==> src/hdl/ssw_pkg.sv <==
// Behaviour
// - No watchdog transition for 1.6 s issues 50 ms reset, 200 ms long variant.
// - Without transitions, a fresh reset pulse repeats every 1.6 s.
// - Floating watchdog input disables watchdog resets and expired indication entirely.
// - Watchdog-expired output goes low on timeout, stays low until next transition or until supply falls below threshold.
// - Internal time base gives 1.6 s; external time base input changes the timeout.
// - Active-low reset held asserted while supply is below reset threshold.
// - After supply recovers, reset stays asserted a further 50 ms or 200 ms.
// - Second reset output is always inverse of active-low reset.
// - Power-fail comparator below 1.3 V drives power-fail warning low.
// - Supply above threshold, with main supply above battery, passes incoming chip-enable through to chip-enable output.
// - Supply below threshold forces chip-enable output high regardless of input.
// - Backup status output low whenever main supply exceeds backup battery.
// - Main supply below battery selects backup battery path to switched supply.
// - Battery backup mode holds chip-enable output high at all times.
package ssw_pkg;

    // -----------------------------------------------------------------
    // Timing
    // -----------------------------------------------------------------
    localparam int CLK_PERIOD_NS   = 100;
    localparam int TICK_PERIOD_US  = 1000;
    localparam int TICK_CYCLES     = (TICK_PERIOD_US * 1000 + CLK_PERIOD_NS - 1) / CLK_PERIOD_NS;
    localparam int WD_TIMEOUT_MS   = 1600;
    localparam int PULSE_MS        = 50;
    localparam int LONG_PULSE_MS   = 200;
    localparam int WD_TICKS        = (WD_TIMEOUT_MS * 1000) / TICK_PERIOD_US;
    localparam int PULSE_TICKS     = (PULSE_MS * 1000) / TICK_PERIOD_US;
    localparam int LONG_PULSE_TICKS = (LONG_PULSE_MS * 1000) / TICK_PERIOD_US;

    localparam int DIV_W  = 16;
    localparam int TICK_W = 12;

    // -----------------------------------------------------------------
    // Reset values
    // -----------------------------------------------------------------
    localparam logic [DIV_W-1:0]  DIV_RESET  = 16'h0000;
    localparam logic [TICK_W-1:0] TICK_RESET = 12'h000;

    // -----------------------------------------------------------------
    // Types
    // -----------------------------------------------------------------
    typedef struct packed {
        logic supply_low;
        logic powerfail_low;
        logic main_above_backup;
        logic chip_enable_n;
        logic kick;
        logic kick_floating;
        logic timebase;
    } ssw_sense_t;

    localparam ssw_sense_t SENSE_RESET = '{
        supply_low:        1'b1,
        powerfail_low:     1'b1,
        main_above_backup: 1'b1,
        chip_enable_n:     1'b1,
        kick:              1'b0,
        kick_floating:     1'b1,
        timebase:          1'b0
    };

    typedef struct packed {
        logic reset_n;
        logic reset;
        logic powerfail_warn_n;
        logic chip_enable_n;
        logic on_backup_n;
        logic backup_select;
        logic watchdog_expired_n;
    } ssw_out_t;

    localparam ssw_out_t OUT_RESET = '{
        reset_n:            1'b0,
        reset:              1'b1,
        powerfail_warn_n:   1'b0,
        chip_enable_n:      1'b1,
        on_backup_n:        1'b0,
        backup_select:      1'b0,
        watchdog_expired_n: 1'b1
    };

    typedef enum logic [3:0] {
        RST_HOLD    = 4'h1,
        RST_STRETCH = 4'h2,
        RST_RUN     = 4'h4,
        RST_WDPULSE = 4'h8
    } ssw_rst_state_t;

endpackage

==> src/hdl/ssw_top.sv <==
`timescale 1ns/1ns
`default_nettype none
module ssw_top #(
    parameter int TICK_CYCLES      = ssw_pkg::TICK_CYCLES,
    parameter int WD_TICKS         = ssw_pkg::WD_TICKS,
    parameter int PULSE_TICKS      = ssw_pkg::PULSE_TICKS,
    parameter int LONG_PULSE_TICKS = ssw_pkg::LONG_PULSE_TICKS,
    parameter bit LONG_PULSE       = 1'b0
) (
    input  wire logic sys_clk_in,
    input  wire logic sys_rst_in,
    input  wire logic supply_low_in,
    input  wire logic powerfail_sense_in,
    input  wire logic main_above_backup_in,
    input  wire logic chip_enable_n_in,
    input  wire logic watchdog_kick_in,
    input  wire logic watchdog_floating_in,
    input  wire logic timebase_in,
    input  wire logic timebase_select_in,
    output logic      reset_n_out,
    output logic      reset_out,
    output logic      powerfail_warn_n_out,
    output logic      chip_enable_n_out,
    output logic      on_backup_n_out,
    output logic      backup_select_out,
    output logic      watchdog_expired_n_out
);

    // -----------------------------------------------------------------
    // Helpers
    // -----------------------------------------------------------------
    function automatic logic [ssw_pkg::TICK_W-1:0] tick_inc(input logic [ssw_pkg::TICK_W-1:0] v);
        tick_inc = v + 12'h001;
    endfunction

    function automatic logic tick_reached(input logic [ssw_pkg::TICK_W-1:0] v, input int limit);
        tick_reached = (v >= ssw_pkg::TICK_W'(limit - 1));
    endfunction

    // One pulse width serves power-up and watchdog resets
    localparam int PULSE_LEN = LONG_PULSE ? LONG_PULSE_TICKS : PULSE_TICKS;

    // -----------------------------------------------------------------
    // Input synchronisers
    // -----------------------------------------------------------------
    ssw_pkg::ssw_sense_t raw;
    ssw_pkg::ssw_sense_t meta;
    ssw_pkg::ssw_sense_t sense;
    ssw_pkg::ssw_sense_t next_meta;
    ssw_pkg::ssw_sense_t next_sense;
    logic                sel_meta;
    logic                sel_sync;
    logic                next_sel_meta;
    logic                next_sel_sync;

    // Each sensed pin passes meta, then sense, before use; timebase select passes sel_meta, then sel_sync
    always_comb begin
        raw.supply_low        = supply_low_in;
        raw.powerfail_low     = powerfail_sense_in;
        raw.main_above_backup = main_above_backup_in;
        raw.chip_enable_n     = chip_enable_n_in;
        raw.kick              = watchdog_kick_in;
        raw.kick_floating     = watchdog_floating_in;
        raw.timebase          = timebase_in;
        next_meta             = raw;
        next_sense            = meta;
        next_sel_meta         = timebase_select_in;
        next_sel_sync         = sel_meta;
    end

    always_ff @(posedge sys_clk_in) begin
        if (sys_rst_in) begin
            meta     <= ssw_pkg::SENSE_RESET;
            sense    <= ssw_pkg::SENSE_RESET;
            sel_meta <= 1'b1;
            sel_sync <= 1'b1;
        end else begin
            meta     <= next_meta;
            sense    <= next_sense;
            sel_meta <= next_sel_meta;
            sel_sync <= next_sel_sync;
        end
    end

    // -----------------------------------------------------------------
    // Time base
    // -----------------------------------------------------------------
    logic [ssw_pkg::DIV_W-1:0] div_cnt;
    logic [ssw_pkg::DIV_W-1:0] next_div_cnt;
    logic                      tb_prev;
    logic                      next_tb_prev;
    logic                      tick;
    logic                      next_tick;

    always_comb begin
        next_div_cnt = div_cnt;
        next_tick    = 1'b0;
        next_tb_prev = sense.timebase;
        // Internal divider, or rising edges of the external clock
        if (sel_sync) begin
            if (div_cnt >= ssw_pkg::DIV_W'(TICK_CYCLES - 1)) begin
                next_div_cnt = ssw_pkg::DIV_RESET;
                next_tick    = 1'b1;
            end else begin
                next_div_cnt = div_cnt + 16'h0001;
            end
        end else begin
            next_div_cnt = ssw_pkg::DIV_RESET;
            next_tick    = sense.timebase & ~tb_prev;
        end
    end

    always_ff @(posedge sys_clk_in) begin
        if (sys_rst_in) begin
            div_cnt <= ssw_pkg::DIV_RESET;
            tb_prev <= 1'b0;
            tick    <= 1'b0;
        end else begin
            div_cnt <= next_div_cnt;
            tb_prev <= next_tb_prev;
            tick    <= next_tick;
        end
    end

    // -----------------------------------------------------------------
    // Watchdog
    // -----------------------------------------------------------------
    logic [ssw_pkg::TICK_W-1:0] wd_cnt;
    logic [ssw_pkg::TICK_W-1:0] next_wd_cnt;
    logic                       kick_prev;
    logic                       next_kick_prev;
    logic                       wd_expired;
    logic                       next_wd_expired;
    logic                       wd_fire;
    logic                       next_wd_fire;
    logic                       kick_edge;
    logic                       wd_enabled;
    logic                       in_hold;

    always_comb begin
        kick_edge       = sense.kick ^ kick_prev;
        wd_enabled      = ~sense.kick_floating;
        next_kick_prev  = sense.kick;
        next_wd_cnt     = wd_cnt;
        next_wd_expired = wd_expired;
        next_wd_fire    = 1'b0;
        if (!wd_enabled || in_hold) begin
            next_wd_cnt     = ssw_pkg::TICK_RESET;
            next_wd_expired = 1'b0;
        end else begin
            // A kick beats a timeout in the same cycle
            if (kick_edge) begin
                next_wd_cnt     = ssw_pkg::TICK_RESET;
                next_wd_expired = 1'b0;
            end else if (tick) begin
                if (tick_reached(wd_cnt, WD_TICKS)) begin
                    // Count runs on through the pulse, so resets repeat
                    next_wd_cnt = ssw_pkg::TICK_RESET;
                    next_wd_fire = 1'b1;
                end else begin
                    next_wd_cnt = tick_inc(wd_cnt);
                end
            end
            if (next_wd_fire) begin
                next_wd_expired = 1'b1;
            end
        end
    end

    always_ff @(posedge sys_clk_in) begin
        if (sys_rst_in) begin
            wd_cnt     <= ssw_pkg::TICK_RESET;
            kick_prev  <= 1'b0;
            wd_expired <= 1'b0;
            wd_fire    <= 1'b0;
        end else begin
            wd_cnt     <= next_wd_cnt;
            kick_prev  <= next_kick_prev;
            wd_expired <= next_wd_expired;
            wd_fire    <= next_wd_fire;
        end
    end

    // -----------------------------------------------------------------
    // Reset sequencer
    // -----------------------------------------------------------------
    ssw_pkg::ssw_rst_state_t    rst_state;
    ssw_pkg::ssw_rst_state_t    next_rst_state;
    logic [ssw_pkg::TICK_W-1:0] rst_cnt;
    logic [ssw_pkg::TICK_W-1:0] next_rst_cnt;

    always_comb begin
        next_rst_state = rst_state;
        next_rst_cnt   = rst_cnt;
        in_hold        = (rst_state == ssw_pkg::RST_HOLD);
        // Low supply drops back to hold from any state
        case (rst_state)
            ssw_pkg::RST_HOLD: begin
                next_rst_cnt = ssw_pkg::TICK_RESET;
                if (!sense.supply_low) begin
                    next_rst_state = ssw_pkg::RST_STRETCH;
                end
            end
            ssw_pkg::RST_STRETCH: begin
                if (sense.supply_low) begin
                    next_rst_state = ssw_pkg::RST_HOLD;
                end else if (tick) begin
                    if (tick_reached(rst_cnt, PULSE_LEN)) begin
                        next_rst_state = ssw_pkg::RST_RUN;
                    end else begin
                        next_rst_cnt = tick_inc(rst_cnt);
                    end
                end
            end
            ssw_pkg::RST_RUN: begin
                next_rst_cnt = ssw_pkg::TICK_RESET;
                if (sense.supply_low) begin
                    next_rst_state = ssw_pkg::RST_HOLD;
                end else if (wd_fire) begin
                    next_rst_state = ssw_pkg::RST_WDPULSE;
                end
            end
            ssw_pkg::RST_WDPULSE: begin
                if (sense.supply_low) begin
                    next_rst_state = ssw_pkg::RST_HOLD;
                end else if (tick) begin
                    if (tick_reached(rst_cnt, PULSE_LEN)) begin
                        next_rst_state = ssw_pkg::RST_RUN;
                    end else begin
                        next_rst_cnt = tick_inc(rst_cnt);
                    end
                end
            end
            // Stray code falls back to holding reset
            default: begin
                next_rst_state = ssw_pkg::RST_HOLD;
                next_rst_cnt   = ssw_pkg::TICK_RESET;
            end
        endcase
    end

    always_ff @(posedge sys_clk_in) begin
        if (sys_rst_in) begin
            rst_state <= ssw_pkg::RST_HOLD;
            rst_cnt   <= ssw_pkg::TICK_RESET;
        end else begin
            rst_state <= next_rst_state;
            rst_cnt   <= next_rst_cnt;
        end
    end

    // -----------------------------------------------------------------
    // Output stage
    // -----------------------------------------------------------------
    ssw_pkg::ssw_out_t outs;
    ssw_pkg::ssw_out_t next_outs;
    logic              rst_active;
    logic              on_backup;

    always_comb begin
        // Reset pins follow the next state, no added lag
        // Expiry shows one edge before the watchdog reset
        rst_active                   = (next_rst_state != ssw_pkg::RST_RUN);
        on_backup                    = ~sense.main_above_backup;
        next_outs.reset_n            = ~rst_active;
        next_outs.reset              = rst_active;
        next_outs.powerfail_warn_n   = ~sense.powerfail_low;
        next_outs.on_backup_n        = on_backup;
        next_outs.backup_select      = on_backup;
        next_outs.watchdog_expired_n = ~next_wd_expired;
        // RAM stays deselected on low supply and on battery
        if (sense.supply_low) begin
            next_outs.chip_enable_n = 1'b1;
        end else if (on_backup) begin
            next_outs.chip_enable_n = 1'b1;
        end else begin
            next_outs.chip_enable_n = sense.chip_enable_n;
        end
    end

    always_ff @(posedge sys_clk_in) begin
        if (sys_rst_in) begin
            outs <= ssw_pkg::OUT_RESET;
        end else begin
            outs <= next_outs;
        end
    end

    // -----------------------------------------------------------------
    // Port drive
    // -----------------------------------------------------------------
    always_comb begin
        reset_n_out            = outs.reset_n;
        reset_out              = outs.reset;
        powerfail_warn_n_out   = outs.powerfail_warn_n;
        chip_enable_n_out      = outs.chip_enable_n;
        on_backup_n_out        = outs.on_backup_n;
        backup_select_out      = outs.backup_select;
        watchdog_expired_n_out = outs.watchdog_expired_n;
    end

endmodule
`default_nettype wire

==> config.mk <==
export PLATFORM = sky130hd
export DESIGN_NAME = ssw_top
export DESIGN_NICKNAME = d
export VERILOG_FILES = /design/src/hdl/ssw_pkg.sv /design/src/hdl/ssw_top.sv
export SDC_FILE = /design/constraint.sdc
export NUM_CORES = 1
export LEC_CHECK = 0
export ABC_AREA = 1
export BUFFER_PORTS_ARGS = -buffer_cell sky130_fd_sc_hd__buf_2
export CAP_MARGIN = 40
export CORE_AREA = 2 2 70 72
export DETAILED_ROUTE_END_ITERATION = 10
export DIE_AREA = 0 0 72 74
export PLACE_DENSITY = 0.89
export SLEW_MARGIN = 10
export SYNTH_ARGS = -nofsm -noshare
export SYNTH_HDL_FRONTEND = slang
export SYNTH_SLANG_ARGS = --single-unit
export TNS_END_PERCENT = 20
==> constraint.sdc <==
create_clock -name sys_clk_in -period 3.2 [get_ports sys_clk_in]
set_clock_uncertainty 0.2 [all_clocks]
set_input_delay 0.16 -clock sys_clk_in [delete_from_list [all_inputs] [get_ports sys_clk_in]]
set_output_delay 0.16 -clock sys_clk_in [all_outputs]
set_load 0.005 [all_outputs]
==> impl_metrics.yaml <==
status:
  run_status: "completed"
yosys:
  avgSynthCellArea_um2: 8.39
  synth_area_mm2: 0.00280
  syn-instance-count: 333
  ys_seq_area_share_pct: 50.9
  ys_seq_elements: 71
  synthSimpleGateAreaFrac_pct: 27.0
  yosysUniqueCellTypes: 34
  synth_mux_area_share_pct: 0.358
  synth-xor-area-share_pct: 6.27
  synth_compound_area_share_pct: 5.42
  synth_top_family_by_area: "simple AND/OR/NAND/NOR gates"
  yosysWarnings: 0
  synthAdderAreaFrac_pct: 2.24
clock_network:
  cts_sinks: 71
  clock_latency_ns: 0.34
  ctsResizeCount: 0
  cts_max_path_buffers: 2
  clk_pin_slew_worst_paths_ns: 0.07
  cts_root_buf: "clkbuf_8"
  cts_buffers: 9
  cts_tree: "built"
  htreeDepth: 3
pwr:
  power_density_mw_per_mm2: 558
  combPwrFrac_pct: 2.8
  p_sw_share_pct: 20.5
  power_switching_mw: 0.372
  ir_worst_vdd_uv: 414
  clock_power_share_pct: 47.2
  internal-power_mw: 1.44
  total_leakage_power_nw: 1.33
  seq_power_share_pct: 50.0
  total_power_mw: 1.81
layout:
  drive_gt1_share_pct: 16.8
  synthToLayoutAreaGrowth_pct: 16.4
  diodes: 0
  layout.nets: 380
  final_util_pct: 70.7
  final_area_mm2: 0.00325
floorplanning:
  die_x_um: 72
  io_pins: 17
  core_area_mm2: 0.00460
  num_rows: 25
  die_h_um: 74
  dieArea_mm2: 0.00533
  initial_core_util_pct: 60.8
place:
  hpwl_um: 3180
  portBuffers: 16
  place_congestion: 0.924
  placed_area_mm2: 0.00292
global_routing:
  grt_max_degree: 27
  grt_pass1_wl_um: 7900
  track_usage_pct: 19.7
  antenna_found_initial: 0
  grt_pass1_vias: 1894
  overflow: 0
worst_hold_path:
  worstHoldPathType: "flop to flop"
  holdPathEnd: "powerfail_warn_n_out"
  worstHoldStart: "sense[5]"
  hold_depth: 1
routing:
  route.antenna.remaining_nets: 0
  vias_per_cell: 4.86
  drt_pass1_iterations: 4
  wirelength_um: 4720
  drc: 0
  first_iter_violations: 90
  post_drt_wl_per_cell_um: 11.1
  via_count: 2059
sta:
  timing.hold.ws_ns: 0.205
  max_freq_mhz: 580
  period_share_pct: 53.9
  period_needed_ns: 1.72
  setup_viol: 0
  maxSlewViolCount: 0
  hold_viol: 0
  setup-tns-final_ns: 0
  rsz0062_at_grt: "false"
setup_path:
  crit_required_ns: 3.23
  r2r_setup_slack_ns: 1.48
  path_delay_family: "simple AND/OR/NAND/NOR gates"
  crit_type: "flop to flop"
  path_buf_inv: 1
  arrival_ns: 1.75
  slowest_stage: "dfxtp_1"
  start_kind: "flop"
  r2r_start: "rst_cnt[1]"
  worstPathCellList: "inv_1 -> ha_1 -> nor2_1 -> nand2_1 -> nand2_1 -> nand4_2 -> o21ai_0 -> a21oi_1"
  cp_common_cell: "nand2_1"
  max_stage_delay_ns: 0.36
  end_kind: "flop"
  path_max_fanout: 8
  path_depth: 8
  rr_endpoint: "rst_cnt[1]"
  ff2ff_path_depth: 8
job:
  maxCapViolations: 0
## state kept, by name, indices dropped and copies added, names as in the netlist, 4 cells and up
name       flops
div_cnt       16
meta           7
rst_cnt       12
rst_state      4
sense          5
wd_cnt        12
## metrics by stage
step | cells | worst slack (ns)
after CTS | 424 | 1.49
final | 424 | 1.48
after detailed placement | 399 | 1.51
after floorplan | 334 | 1.72
after global routing | 424 | 1.29
after global placement | 399 | 1.54
## cell usage in the layout, fill, tap and decap left out, types with 2 or more instances in the layout
cell and instances:
ha_1 5, xor2_1 15, a21oi_1 14, nand3_2 2
o21ai_0 9, nand3_1 20, nand4_2 2, buf_2 16
dlygate4sd3_1 9, nand4_1 6, xnor2_1 5, nor2_2 3
nor2_1 57, bufinv_16 3, inv_2 3, nor3_1 5
clkbuf_8 9, or2_2 12, nand2_1 36, nor3_2 3
dfxtp_1 71, inv_1 47, conb_1 2
## cell type report
cell class | count | area, µm²
inverter | 50 | 188
fill | 320 | 1350
clock inverter | 7 | 120
tap | 54 | 67.6
multi-input combinational | 208 | 1160
timing repair buffer | 25 | 170
clock buffer | 9 | 124
sequential | 71 | 1420
## worst max path at each step
stage | startpoint | to
after CTS | rst_cnt[0] | rst_cnt[4]
after floorplan | wd_cnt[0] | watchdog_expired_n_out
final | rst_cnt[1] | rst_cnt[1]
after global placement | tick | wd_cnt[7]
after global routing | rst_cnt[1] | rst_cnt[1]
after detailed placement | rst_cnt[1] | rst_cnt[4]
## power groups by stage
stage	logic (mW)	registers, mW	clock network, mW
2_1_floorplan	0.0334	0.923	0
3_3_place_gp	0.0401	0.927	0
3_5_place_dp	0.0422	0.927	0
4_1_cts	0.0506	0.907	0.868
5_1_grt	0.0566	0.908	0.903
6_report	0.0506	0.907	0.857
## cells by family after synthesis
kind of cell / after synthesis
XOR/XNOR: 20
AO/OA/AOI/OAI: 28
flip-flops: 71
other: 1
adder cells (fa/ha/maj): 5
multiplexers: 1
AND/OR/NAND/NOR: 152
buffers and inverters: 55
## what timing repair did
action / CTS / global route
hold buffers: 9 / 0
hold endpoints to repair: 9 / 0
buffers inserted: 0 / 0
## Yosys cell counts
cell	n	area share [%]
or2_2	12	2.7
a21oi_2	1	0.31
nor2_8	1	0.72
nand4_2	2	0.90
mux2i_1	1	0.36
nand4_1	6	1.3
nand4_4	1	0.76
a21oi_1	14	2.5
a31oi_1	1	0.22
buf_2	1	0.18
nor3_2	3	1.1
nand3_1	20	3.6
dfxtp_1	71	51
clkbuf_1	2	0.27
nor3_1	5	0.90
conb_1	1	0.13
nand2_1	36	4.8
o211ai_1	1	0.27
nor2_1	57	7.7
ha_1	5	2.2
xor2_1	15	4.7
a41oi_1	1	0.31
xnor2_1	5	1.6
or2_4	1	0.31
nor2_2	3	0.67
inv_2	3	0.40
nand3b_1	1	0.27
inv_1	47	6.3
buf_4	2	0.54
nand3_2	2	0.72
o21ai_1	1	0.18
or2_0	1	0.22
nand2_4	1	0.40
o21ai_0	9	1.6
## routing by layer
layer	global-route usage [%]	vias up	share of wire, %
li1	-	1100	-
met1	22.2	923	45
met2	33.7	27	49
met3	5.01	9	3.0
met4	12.2	0	2.4
met5	0	-	0
Note: power is estimated with default switching activity, not from simulation.
